--- config.mk ---
export PLATFORM = sky130hd
export DESIGN_NAME = system_control_reset_sleep_regs
export DESIGN_NICKNAME = d
export VERILOG_FILES = /design/src/core/sysctl_pkg.sv /design/src/core/system_control_reset_sleep_regs.sv
export VERILOG_INCLUDE_DIRS = /design/src /design/src/core
export SDC_FILE = /design/constraint.sdc
export NUM_CORES = 1
export LEC_CHECK = 0
export BUFFER_PORTS_ARGS = -buffer_cell sky130_fd_sc_hd__buf_2
export CAP_MARGIN = 20
export CORE_UTILIZATION = 41
export CTS_CLUSTER_SIZE = 28
export DETAILED_ROUTE_END_ITERATION = 12
export GPL_TIMING_DRIVEN = 0
export PLACE_DENSITY = 0.76
export RECOVER_POWER = 100
export SLEW_MARGIN = 5
export SYNTH_ARGS = -nofsm -noshare
export SYNTH_HDL_FRONTEND = slang
export SYNTH_SLANG_ARGS = --single-unit
--- constraint.sdc ---
create_clock -name pclk -period 1.5 [get_ports pclk]
set_clock_uncertainty 0.15 [all_clocks]
set_input_delay 0.375 -clock pclk [delete_from_list [all_inputs] [get_ports pclk]]
set_output_delay 0.375 -clock pclk [all_outputs]
set_load 0.02 [all_outputs]
--- src/core/sysctl_params.svh ---
// Constants for the reset-control and sleep-control register pair.
`ifndef SYSCTL_PARAMS_SVH
`define SYSCTL_PARAMS_SVH

// Register byte offsets on the APB
`define OFS_APP_CTRL 12'h000
`define OFS_SLEEP_CTRL 12'h004

// Write key and key status pattern
`define WRITE_KEY 16'h05FA
`define KEY_STATUS 16'hFA05
`define KEY_HI 31
`define KEY_LO 16

// Application control field positions
`define BYTE_ORDER_BIT 15
`define SEC_PRIO_BIT 14
`define FAULT_NS_BIT 13
`define RST_RESTRICT_BIT 3
`define RST_REQ_BIT 2
`define CLR_ACTIVE_BIT 1

// Sleep control field positions
`define WAKE_PEND_BIT 4
`define DEEP_LOCK_BIT 3
`define DEEP_SEL_BIT 2
`define EXIT_SLEEP_BIT 1

// Reset value of every stored control bit
`define CTRL_RESET 1'b0

// Security extension present by default
`define SEC_EXT_DEFAULT 1'b1

// 1: restriction bit hidden from Non-secure; 0: hidden from Secure
`define RESTRICT_HIDE_NS 1'b1

`endif

--- src/core/sysctl_pkg.sv ---
// Types for the reset-control and sleep-control register pair.
package sysctl_pkg;

    typedef enum logic [1:0] {
        WFE_RUN = 2'b00,
        WFE_WAIT = 2'b01,
        WFE_WAKE = 2'b11
    } wfe_state_t;

    typedef struct packed {
        logic [31:0] rdata;
        logic slverr;
        logic strap_done;
        logic byte_order;
        logic sec_prio;
        logic fault_ns;
        logic rst_restrict;
        logic rst_req;
        logic clr_active;
        logic wake_pend_s;
        logic wake_pend_ns;
        logic deep_lock;
        logic deep_sel;
        logic exit_sleep_s;
        logic exit_sleep_ns;
        logic evt_latched;
        logic sleep_req;
        wfe_state_t wait_for_event_instr;
    } state_t;

endpackage : sysctl_pkg

--- src/core/system_control_reset_sleep_regs.sv ---
// APB register pair for reset control, exception ranking and sleep control.
//
// How it works
// - Writes to the reset control register are dropped unless the key matches.
// - Reads of the reset control register return the key status pattern on top.
// - Key, byte order, ranking, fault, reset and clear bits have one shared copy.
// - Secure priority bit set lowers Non-secure exceptions; clear keeps ranges equal.
// - Without the security extension, ranking and fault bits read zero, unwritable.
// - Fault target bit set moves bus fault and NMI to Non-secure.
// - Restriction bit set lets only Secure state request a system reset.
// - Restriction bit reads zero and ignores writes from the hidden state.
// - Keyed write of one to the request bit asks for system reset.
// - Clear-active bit is write-only and acts only while the core is halted.
// - Each register has a Secure and a Non-secure view, shared or banked per bit.
// - Wake-on-pending set lets every new pending interrupt wake the core.
// - A new event wakes a waiting core, else is latched for the next wait.
// - Send-event instruction or external event input also wakes the core.
// - Deep sleep lock set hides the deep sleep select from Non-secure state.
// - Deep sleep select chooses ordinary sleep at zero, deep sleep at one.
// - Sleep-after-handler set requests sleep on return to Thread mode.
// - Wake-on-pending and sleep-after-handler bits have one copy per security state.
//
// Register access over APB and the address map are this design's own decisions.

`timescale 1ns/1ps
`default_nettype none

`include "sysctl_params.svh"

module system_control_reset_sleep_regs #(
    parameter bit security_ext = `SEC_EXT_DEFAULT
) (
    // Clock and reset
    input wire logic pclk,
    input wire logic presetn,

    // APB slave
    input wire logic psel,
    input wire logic penable,
    input wire logic pwrite,
    input wire logic [11:0] paddr,
    input wire logic [31:0] pwdata,
    input wire logic [3:0] pstrb,
    input wire logic [2:0] pprot,
    output logic [31:0] prdata,
    output logic pready,
    output logic pslverr,

    // Core status
    input wire logic big_endian_strap,
    input wire logic cpu_secure,
    input wire logic cpu_halted,

    // Wake sources and sleep triggers
    input wire logic irq_became_pending,
    input wire logic irq_en_became_pending,
    input wire logic sev_exec,
    input wire logic ext_event,
    input wire logic wfe_exec,
    input wire logic handler_return_thread,

    // Exception control
    output logic big_endian,
    output logic nonsecure_deprioritized,
    output logic fault_target_nonsecure,
    output logic reset_secure_only,

    // Reset control
    output logic sys_reset_request,
    output logic clear_active_pulse,

    // Low power control
    output var sysctl_pkg::wfe_state_t wfe_state,
    output logic wfe_wake,
    output logic event_latched,
    output logic deep_sleep,
    output logic sleep_on_exit_req
);

    import sysctl_pkg::*;

    state_t s;
    state_t next_s;

    logic [31:0] lane_mask;
    logic [31:0] wbits;
    logic [31:0] rd_word;
    logic setup;
    logic access;
    logic hit_app;
    logic hit_sleep;
    logic sec_acc;
    logic key_ok;
    logic wr_app;
    logic wr_sleep;
    logic restrict_vis;
    logic deep_vis;
    logic wake_pend_cur;
    logic exit_sleep_cur;
    logic evt;
    logic [31:0] app_view;
    logic [31:0] sleep_view_s;
    logic [31:0] sleep_view_ns;
    logic wen_prio_fault;
    logic wen_restrict;
    logic set_rst_req;
    logic set_clr_active;
    logic wen_sleep_s;
    logic wen_sleep_ns;
    logic wen_deep_sel;

    // Byte enables turn into a per-bit write mask
    genvar g;
    generate
        for (g = 0; g < 4; g = g + 1) begin : gen_lane
            assign lane_mask[g*8 +: 8] = {8{pstrb[g]}};
        end
    endgenerate

    assign wbits = pwdata & lane_mask;

    // Zero wait state: the access phase always completes
    assign pready = 1'b1;

    assign setup = psel & ~penable;
    assign access = psel & penable;
    assign hit_app = (paddr == `OFS_APP_CTRL);
    assign hit_sleep = (paddr == `OFS_SLEEP_CTRL);

    // Without the extension every access counts as Secure
    assign sec_acc = ~security_ext | ~pprot[1];

    // Both key byte lanes must be enabled, else a partial key could slip in
    assign key_ok = (pwdata[`KEY_HI:`KEY_LO] == `WRITE_KEY) & pstrb[3] & pstrb[2];

    assign wr_app = access & pwrite & hit_app & key_ok;
    assign wr_sleep = access & pwrite & hit_sleep;

    // The restriction bit is visible only in one state
    assign restrict_vis = `RESTRICT_HIDE_NS ? sec_acc : ~sec_acc;

    assign deep_vis = sec_acc | ~s.deep_lock;

    // Per-field write enables; a field moves only when its own byte lane is enabled
    assign wen_prio_fault = wr_app & security_ext & sec_acc & pstrb[1];
    assign wen_restrict = wr_app & restrict_vis & pstrb[0];
    // Only Secure may request once the restriction bit is set
    assign set_rst_req = wr_app & wbits[`RST_REQ_BIT] & (sec_acc | ~s.rst_restrict);
    // Clear-active outside Halt is dropped, not deferred
    assign set_clr_active = wr_app & wbits[`CLR_ACTIVE_BIT] & cpu_halted;
    assign wen_sleep_s = wr_sleep & pstrb[0] & sec_acc;
    assign wen_sleep_ns = wr_sleep & pstrb[0] & ~sec_acc;
    assign wen_deep_sel = wr_sleep & pstrb[0] & deep_vis;

    // Banked copies selected by the state the core runs in
    assign wake_pend_cur = cpu_secure ? s.wake_pend_s : s.wake_pend_ns;
    assign exit_sleep_cur = cpu_secure ? s.exit_sleep_s : s.exit_sleep_ns;

    // Disabled interrupts count as wake sources only with wake-on-pending
    always_comb begin
        evt = sev_exec | ext_event;
        if (wake_pend_cur) begin
            evt = evt | irq_became_pending;
        end else begin
            evt = evt | irq_en_became_pending;
        end
    end

    // Shared view of the reset control register; one copy serves both states
    always_comb begin
        app_view = 32'h0000_0000;
        app_view[`KEY_HI:`KEY_LO] = `KEY_STATUS;
        app_view[`BYTE_ORDER_BIT] = s.byte_order;
        app_view[`SEC_PRIO_BIT] = s.sec_prio;
        app_view[`FAULT_NS_BIT] = s.fault_ns;
        app_view[`RST_RESTRICT_BIT] = s.rst_restrict & restrict_vis;
        app_view[`RST_REQ_BIT] = s.rst_req;
        // Clear-active is write-only and reads as zero
    end

    // Secure view of the sleep control register
    always_comb begin
        sleep_view_s = 32'h0000_0000;
        sleep_view_s[`WAKE_PEND_BIT] = s.wake_pend_s;
        sleep_view_s[`DEEP_LOCK_BIT] = s.deep_lock;
        sleep_view_s[`DEEP_SEL_BIT] = s.deep_sel;
        sleep_view_s[`EXIT_SLEEP_BIT] = s.exit_sleep_s;
    end

    // Non-secure view; the lock bit is Secure only and reads as zero here
    always_comb begin
        sleep_view_ns = 32'h0000_0000;
        sleep_view_ns[`WAKE_PEND_BIT] = s.wake_pend_ns;
        sleep_view_ns[`DEEP_SEL_BIT] = s.deep_sel & deep_vis;
        sleep_view_ns[`EXIT_SLEEP_BIT] = s.exit_sleep_ns;
    end

    // Read multiplexer, seen in the setup phase; reserved positions stay zero
    always_comb begin
        rd_word = 32'h0000_0000;
        if (hit_app) begin
            rd_word = app_view;
        end else if (hit_sleep && sec_acc) begin
            rd_word = sleep_view_s;
        end else if (hit_sleep) begin
            rd_word = sleep_view_ns;
        end
    end

    always_comb begin
        next_s = s;
        next_s.clr_active = 1'b0;
        next_s.sleep_req = 1'b0;

        // Byte order strap caught on the first edge after release
        if (!s.strap_done) begin
            next_s.byte_order = big_endian_strap;
            next_s.strap_done = 1'b1;
        end

        // Read data and error registered for the access phase
        if (setup) begin
            next_s.rdata = rd_word;
            next_s.slverr = ~(hit_app | hit_sleep);
        end

        // Shared bits: one copy for both views
        if (wen_prio_fault) begin
            next_s.sec_prio = wbits[`SEC_PRIO_BIT];
            next_s.fault_ns = wbits[`FAULT_NS_BIT];
        end
        if (wen_restrict) begin
            next_s.rst_restrict = wbits[`RST_RESTRICT_BIT];
        end
        // Request is sticky; a zero asks for nothing
        if (set_rst_req) begin
            next_s.rst_req = 1'b1;
        end
        if (set_clr_active) begin
            next_s.clr_active = 1'b1;
        end

        // Banked wake and exit copies: the access's own state picks the copy; deep lock and select have one copy
        if (wen_sleep_s) begin
            next_s.wake_pend_s = wbits[`WAKE_PEND_BIT];
            next_s.exit_sleep_s = wbits[`EXIT_SLEEP_BIT];
            next_s.deep_lock = wbits[`DEEP_LOCK_BIT];
        end
        if (wen_sleep_ns) begin
            next_s.wake_pend_ns = wbits[`WAKE_PEND_BIT];
            next_s.exit_sleep_ns = wbits[`EXIT_SLEEP_BIT];
        end
        if (wen_deep_sel) begin
            next_s.deep_sel = wbits[`DEEP_SEL_BIT];
        end

        // Sleep on return from a handler to Thread mode
        if (handler_return_thread && exit_sleep_cur) begin
            next_s.sleep_req = 1'b1;
        end

        // Wait-for-event sequencer
        case (s.wait_for_event_instr)
            WFE_RUN: begin
                if (wfe_exec) begin
                    if (s.evt_latched || evt) begin
                        next_s.wait_for_event_instr = WFE_WAKE;
                        next_s.evt_latched = 1'b0;
                    end else begin
                        next_s.wait_for_event_instr = WFE_WAIT;
                    end
                end else if (evt) begin
                    next_s.evt_latched = 1'b1;
                end
            end
            WFE_WAIT: begin
                if (evt) begin
                    next_s.wait_for_event_instr = WFE_WAKE;
                end
            end
            WFE_WAKE: begin
                // An event landing on the wake cycle is kept for the next wait
                next_s.wait_for_event_instr = WFE_RUN;
                if (evt) begin
                    next_s.evt_latched = 1'b1;
                end
            end
            default: begin
                next_s.wait_for_event_instr = WFE_RUN;
            end
        endcase
    end

    always_ff @(posedge pclk or negedge presetn) begin
        if (!presetn) begin
            s.rdata <= 32'h0000_0000;
            s.slverr <= 1'b0;
            s.strap_done <= 1'b0;
            s.byte_order <= `CTRL_RESET;
            s.sec_prio <= `CTRL_RESET;
            s.fault_ns <= `CTRL_RESET;
            s.rst_restrict <= `CTRL_RESET;
            s.rst_req <= `CTRL_RESET;
            s.clr_active <= 1'b0;
            s.wake_pend_s <= `CTRL_RESET;
            s.wake_pend_ns <= `CTRL_RESET;
            s.deep_lock <= `CTRL_RESET;
            s.deep_sel <= `CTRL_RESET;
            s.exit_sleep_s <= `CTRL_RESET;
            s.exit_sleep_ns <= `CTRL_RESET;
            s.evt_latched <= 1'b0;
            s.sleep_req <= 1'b0;
            s.wait_for_event_instr <= WFE_RUN;
        end else begin
            s <= next_s;
        end
    end

    // Outputs straight from the state flops
    assign prdata = s.rdata;
    assign pslverr = s.slverr;
    assign big_endian = s.byte_order;
    assign nonsecure_deprioritized = s.sec_prio;
    assign fault_target_nonsecure = s.fault_ns;
    assign reset_secure_only = s.rst_restrict;
    assign sys_reset_request = s.rst_req;
    assign clear_active_pulse = s.clr_active;
    assign wfe_state = s.wait_for_event_instr;
    assign wfe_wake = (s.wait_for_event_instr == WFE_WAKE);
    assign event_latched = s.evt_latched;
    assign deep_sleep = s.deep_sel;
    assign sleep_on_exit_req = s.sleep_req;

endmodule : system_control_reset_sleep_regs

`default_nettype wire

==> results of run 1 <==
==> layout make-up <==
type	instances	area share, %
Multi-Input combinational cell	96	31.39
Sequential cell	26	25.77
Timing Repair Buffer	96	24.93
Buffer	37	11.99
Tap cell	48	2.369
Clock buffer	3	1.629
Clock inverter	1	1.185
Inverter	5	0.7404
==> power by group through the flow <==
stage	logic [µW]	registers [µW]	clock network (µW)
2_1_floorplan	301	832	0
3_3_place_gp	487	818	0
3_5_place_dp	497	819	0
4_1_cts	647	793	592
5_1_grt	741	805	619
6_report	685	796	574
==> metal layers <==
| layer | part of all wire (%) | GRT usage, % | vias to the layer above |
|---|---|---|---|
| met3 | 4.1 | 3.750 | 6 |
| met5 | 0 | 0 | - |
| met2 | 54 | 33.78 | 46 |
| met4 | 2.0 | 6.389 | 0 |
| li1 | - | - | 698 |
| met1 | 40 | 20.67 | 676 |
==> cells by family after synthesis <==
kind of cell	share of synthesized area (%)
simple gates	21.71
other cells	0.4737
compound gates	6.788
mux	11.29
buf+inv	18.71
flops	41.04
==> worst max-delay path: stages <==
cell and delay, ps:
buf_6 100, nor4bb_4 300, nand4_2 200, nor4_4 420, mux2_4 330
==> metrics by stage <==
stage	setup TNS [ps]	worst slack, ps	instances	hold slack (ps)
final	-2134	-212.7	312	165.5
after global routing	-3298	-262.9	312	175.2
after CTS	-2126	-182.1	302	160.3
after detailed placement	-5607	-495.6	291	247.6
after global placement	-5257	-474.2	291	249.1
after floorplan	-1467	-231.7	164	-70.59
==> synthesized netlist by cell type (all sizes together), types with 2 or more instances <==
| cell | n | area share [%] |
|---|---|---|
| mux2i | 10 | 6.3 |
| mux2 | 7 | 5.0 |
| nand2b | 3 | 1.2 |
| conb | 2 | 0.47 |
| nor2 | 4 | 0.95 |
| nor4 | 5 | 4.8 |
| nand3 | 2 | 0.63 |
| o31ai | 3 | 1.4 |
| inv | 5 | 1.2 |
| a22o | 3 | 1.7 |
| nor2b | 3 | 1.2 |
| nand2 | 13 | 3.1 |
| nor4b | 2 | 1.1 |
| and3 | 3 | 1.3 |
| buf | 36 | 17 |
| and4 | 2 | 1.2 |
| dfrtp | 26 | 41 |
| nor4bb | 2 | 1.3 |
==> what timing repair did <==
| action | in CTS | in global routing |
|---|---|---|
| setup buffers | 6 | 10 |
| endpoints found under the hold margin | 26 | 0 |
| pin swaps | 5 | 9 |
| setup endpoints to repair | 21 | 30 |
| hold buffers | 1 | 0 |
| gates resized for setup | 13 | 37 |
==> worst max path at each step <==
stage	from	to	slack (ps)	cells past startpoint
after global placement	pwdata[16]	nonsecure_deprioritized	-470	5
after CTS	paddr[1]	fault_target_nonsecure	-180	5
final	pwdata[30]	fault_target_nonsecure	-210	5
after global routing	pwdata[30]	fault_target_nonsecure	-260	5
after floorplan	pwdata[16]	fault_target_nonsecure	-230	4
after detailed placement	pwdata[31]	nonsecure_deprioritized	-500	5
==> registers in the layout (all words and copies together), names as in the netlist <==
| signal | flops |
|---|---|
| event_latched | 1 |
| s | 6 |
| big_endian | 1 |
| pslverr | 1 |
| fault_target_nonsecure | 1 |
| sleep_on_exit_req | 1 |
| prdata | 8 |
| wfe_state | 2 |
| deep_sleep | 1 |
| nonsecure_deprioritized | 1 |
| sys_reset_request | 1 |
| reset_secure_only | 1 |
| clear_active_pulse | 1 |
==> run metrics, run 1 <==
CTS tree yes; required time of the worst setup path 1510 ps; Seq pwr share 38.7%; DRC marker count from the first detailed-route iteration 44; Vias 1426; RSZ-0062 raised after global routing true; final worst setup slack -212.7 ps; sw frac 27.75%; R2R Path End event_latched; FF+latch area 653.1 µm²; Seq/Total Area, Yosys 41.04%; most frequent cells in the layout 45 x buf_2, 41 x buf_4, 26 x buf_6, 24 x dfrtp_1, 19 x conb_1; Slew HR 57.96%; final hold violations 0; Yosys cell types 39; largest net degree at the start of global routing 27; Core ar. 0.003689 mm²; hpwl dp 2821 µm; cell count after synthesis 147; share of layout cells above drive strength 1 61.74%; R2R Path Start s[9]; endpoints failing setup 22; combinational power share 33.3%; Antenna Cells 0; fmax 583.9 MHz; DR vias/cell 4.571; max_cap viols 0; FILL cells 301; Hold Crit Depth 2; final WL 3875 µm; Reg2Reg Depth 4; Post-synth EDFFs 0; number of global-route vias before repair 1364; grt ovf 0; site row count 22; nets 330; post-route cell area 0.002535 mm²; clk slew on worst S/H paths 90 ps; routability-driven placement congestion ratio 0.7472; internal power 1485 µW; Worst Path Max Fanout 3; Max Root-Sink Buffers 2; H-Tree Depth 1; clk sinks 26; static leakage 0.001420 µW; synthesized area 0.001585 mm²; DP Area 0.002163 mm²; Total GRT Usage 18.30%; hold endpoint sleep_on_exit_req; DRC violations left 0; Tmin final 1713 ps; die area 0.004119 mm²; utilization after layout 68.72%; commonest non-fill, non-tap cell in the layout buf_2; warnings from Yosys 0; die height 64.18 µm; Die Wd 64.18 µm; fin. max-slew vios 0; Setup crit end kind register; router iterations before antenna repair 4; synthesized area per cell 10.78 µm²; WL/cell 12.42 µm; worst slew pin tran 630.6 ps; Max IR drop VDD 0.6852 mV; Tot Pwr 2055 µW; Final Cycle Share 114.2%; area grow syn2layout 59.91%; P_sw 570.2 µW; Primary FF master, synth dfrtp_1; power per cell area 810.6 mW/mm²; Num CTS Buffers 3; initial core utilization 42.98%; clock power share 27.9%; FF+latch count, synth 26; post-synthesis async set-or-reset flop share 100.0%; failing checks setup timing; antenna violations before repair 0; root buffer cell clkbuf_8; Worst Path Arrival 1720 ps; Crit Path Category in -> reg; status complete, but fails checks; Antenna Nets Post-Route 0; CP Launch Type input port; I/O pin count 111; Worst R2R Setup Slack 80 ps; area occupied by multi-input gates 795.8 µm²; first-pass GRT wire length 5844 µm; Worst Hold Launch handler_return_thread; I/O Buffers 79; clk_lat worst skew 270 ps; worst hold path type in -> reg
Power figures use the tool's default switching activity.
==> inputs of run 2 (changes only) <==
--- a/config.mk
+++ b/config.mk
@@ -8,13 +8,15 @@
 export LEC_CHECK = 0
 export BUFFER_PORTS_ARGS = -buffer_cell sky130_fd_sc_hd__buf_2
 export CAP_MARGIN = 20
-export CORE_UTILIZATION = 41
+export CORE_UTILIZATION = 37
 export CTS_CLUSTER_SIZE = 28
 export DETAILED_ROUTE_END_ITERATION = 12
+export GPL_ROUTABILITY_DRIVEN = 0
 export GPL_TIMING_DRIVEN = 0
-export PLACE_DENSITY = 0.76
+export PLACE_DENSITY = 0.72
 export RECOVER_POWER = 100
 export SLEW_MARGIN = 5
 export SYNTH_ARGS = -nofsm -noshare
 export SYNTH_HDL_FRONTEND = slang
 export SYNTH_SLANG_ARGS = --single-unit
+export TNS_END_PERCENT = 50
==> constraint.sdc (replaced) <==
create_clock -name pclk -period 1.45 [get_ports pclk]
set_clock_uncertainty 0.15 [all_clocks]
set_input_delay 0.3625 -clock pclk [delete_from_list [all_inputs] [get_ports pclk]]
set_output_delay 0.3625 -clock pclk [all_outputs]
set_load 0.02 [all_outputs]
==> run metrics, run 2 (synthesis gave the netlist of run 1 again) <==
Worst R2R Setup Slack 0 ps (-80 ps); hpwl dp 2650 µm (-6.1%); antenna violations before repair 0 (unchanged); Die Wd 67.46 µm (+5.1%); Tot Pwr 1943 µW (-5.4%); status complete, but fails checks; Core ar. 0.004058 mm² (+10%); most frequent cells in the layout 50 x buf_2, 35 x buf_4, 25 x dfrtp_1, 24 x buf_6, 19 x conb_1; clk_lat worst skew 270 ps (about the same); DRC violations left 0 (unchanged); die height 67.46 µm (+5.1%); grt ovf 0 (unchanged); Total GRT Usage 15.02% (-3.3 points); worst slew pin tran 637.4 ps (+6.761 ps); FILL cells 354 (+18%); fmax 618.8 MHz; router iterations before antenna repair 4 (unchanged); site row count 23 (+4.5%); endpoints failing setup 23 (+4.5%); CTS tree yes; WL/cell 11.34 µm (-8.7%); RSZ-0062 raised after global routing true; commonest non-fill, non-tap cell in the layout buf_2; Crit Path Category in -> reg; Max Root-Sink Buffers 2 (unchanged); Post-Layout Cell Count 306 (-1.9%); power per cell area 793.7 mW/mm² (-2.1%); Worst Path Arrival 1620 ps (-100 ps); Setup crit end kind register; Max IR drop VDD 0.3778 mV (-45%); I/O pin count 111 (unchanged); Antenna Nets Post-Route 0 (unchanged); Fin Setup TNS -1890 ps (+244.4 ps); DR vias/cell 4.487 (-1.8%); number of flip-flops in the largest register 8 (unchanged); Num CTS Buffers 3 (unchanged); dpl cells 293 (+0.69%); root buffer cell clkbuf_8; Vias 1373 (-3.7%); static leakage 0.001374 µW (-3.3%); I/O Buffers 79 (unchanged); DP Area 0.002162 mm² (about the same); failing checks setup timing; DRC marker count from the first detailed-route iteration 18 (-59%); final worst setup slack -166.0 ps (+46.70 ps); worst hold path type in -> reg; H-Tree Depth 1 (unchanged); Final Cycle Share 111.4%; largest net degree at the start of global routing 27 (unchanged); post-route cell area 0.002449 mm² (-3.4%); Antenna Cells 0 (unchanged); area grow syn2layout 54.46%; first-pass GRT wire length 5057 µm (-13%); Tmin final 1616 ps; initial core utilization 39.07% (-3.9 points); clk slew on worst S/H paths 90 ps (about the same); nets 322 (-2.4%); Worst Path Max Fanout 3 (unchanged); share of layout cells above drive strength 1 60.16% (-1.6 points); clk sinks 26 (unchanged); required time of the worst setup path 1460 ps (-50 ps); die area 0.004550 mm² (+10%); final hold violations 0 (unchanged); pre-CTS setup slack -604.6 ps (-108.9 ps); CP Launch Type input port; number of global-route vias before repair 1213 (-11%); max_cap viols 0 (unchanged); final WL 3469 µm (-10%); fin. max-slew vios 0 (unchanged); Slew HR 57.51% (-0.45 points)
run 2: path summary, 6_finish.rpt:
path,start,cells past startpoint,endpoint
worst min register to register,prdata[2],2,prdata[2]
worst max register to register,s[8],4,event_latched
worst max-delay path,pwdata[16],5,nonsecure_deprioritized
max in group asynchronous,presetn,2,wfe_state[1]
min in group asynchronous,presetn,2,big_endian
worst min-delay path,handler_return_thread,2,sleep_on_exit_req
run 2: cell type report:
class                           instances  area, µm²  area share, %
Buffer                                 37      296.5          12.11
Multi-Input combinational cell         96      793.3          32.40
Inverter                                5      18.77         0.7665
Clock buffer                            4      55.05          2.248
Sequential cell                        26      651.9          26.62
Timing Repair Buffer                   88      570.5          23.30
Tap cell                               50      62.56          2.555
run 2: repair_timing:
item | CTS | global route
endpoints found under the hold margin | 26 | 0
endpoints found under the setup margin | 30 | 36
gates resized for setup | 25 | 19
pin swaps | 7 | 7
hold buffers | 1 | 0
setup buffers | 5 | 4
run 2: metrics by stage:
| step | utilization (%) | hold slack (ps) |
|---|---|---|
| floorplan | - | -83.09 |
| global placement | 53.28 | 243.5 |
| detailed placement | 53.28 | 245.5 |
| CTS | 58.50 | 157.6 |
| global route | 60.35 | 176.7 |
| finish | 60.35 | 155.3 |
run 2: power by group:
group / switching [µW] / leakage (µW) / internal (µW)
Combinational: 308 / 0.00101 / 351
Clock: 223 / 0.0000288 / 243
Sequential: 40.6 / 0.000331 / 777
Total: 572 / 0.00137 / 1370
run 2: per-layer routing:
metal	part of all wire, %	wire length [µm]	vias to the layer above	GRT usage [%]
li1	-	-	680	-
met5	0	0	-	0
met4	1.3	46	0	6.383
met2	52	1810	63	26.50
met1	39	1367	626	18.05
met3	7.0	244	4	2.196
run 2: worst max-delay path, cell delays in order:
cell	delay, ps
buf_6	90
nor4bb_4	290
nand4_2	190
nor4_4	360
mux2_4	330
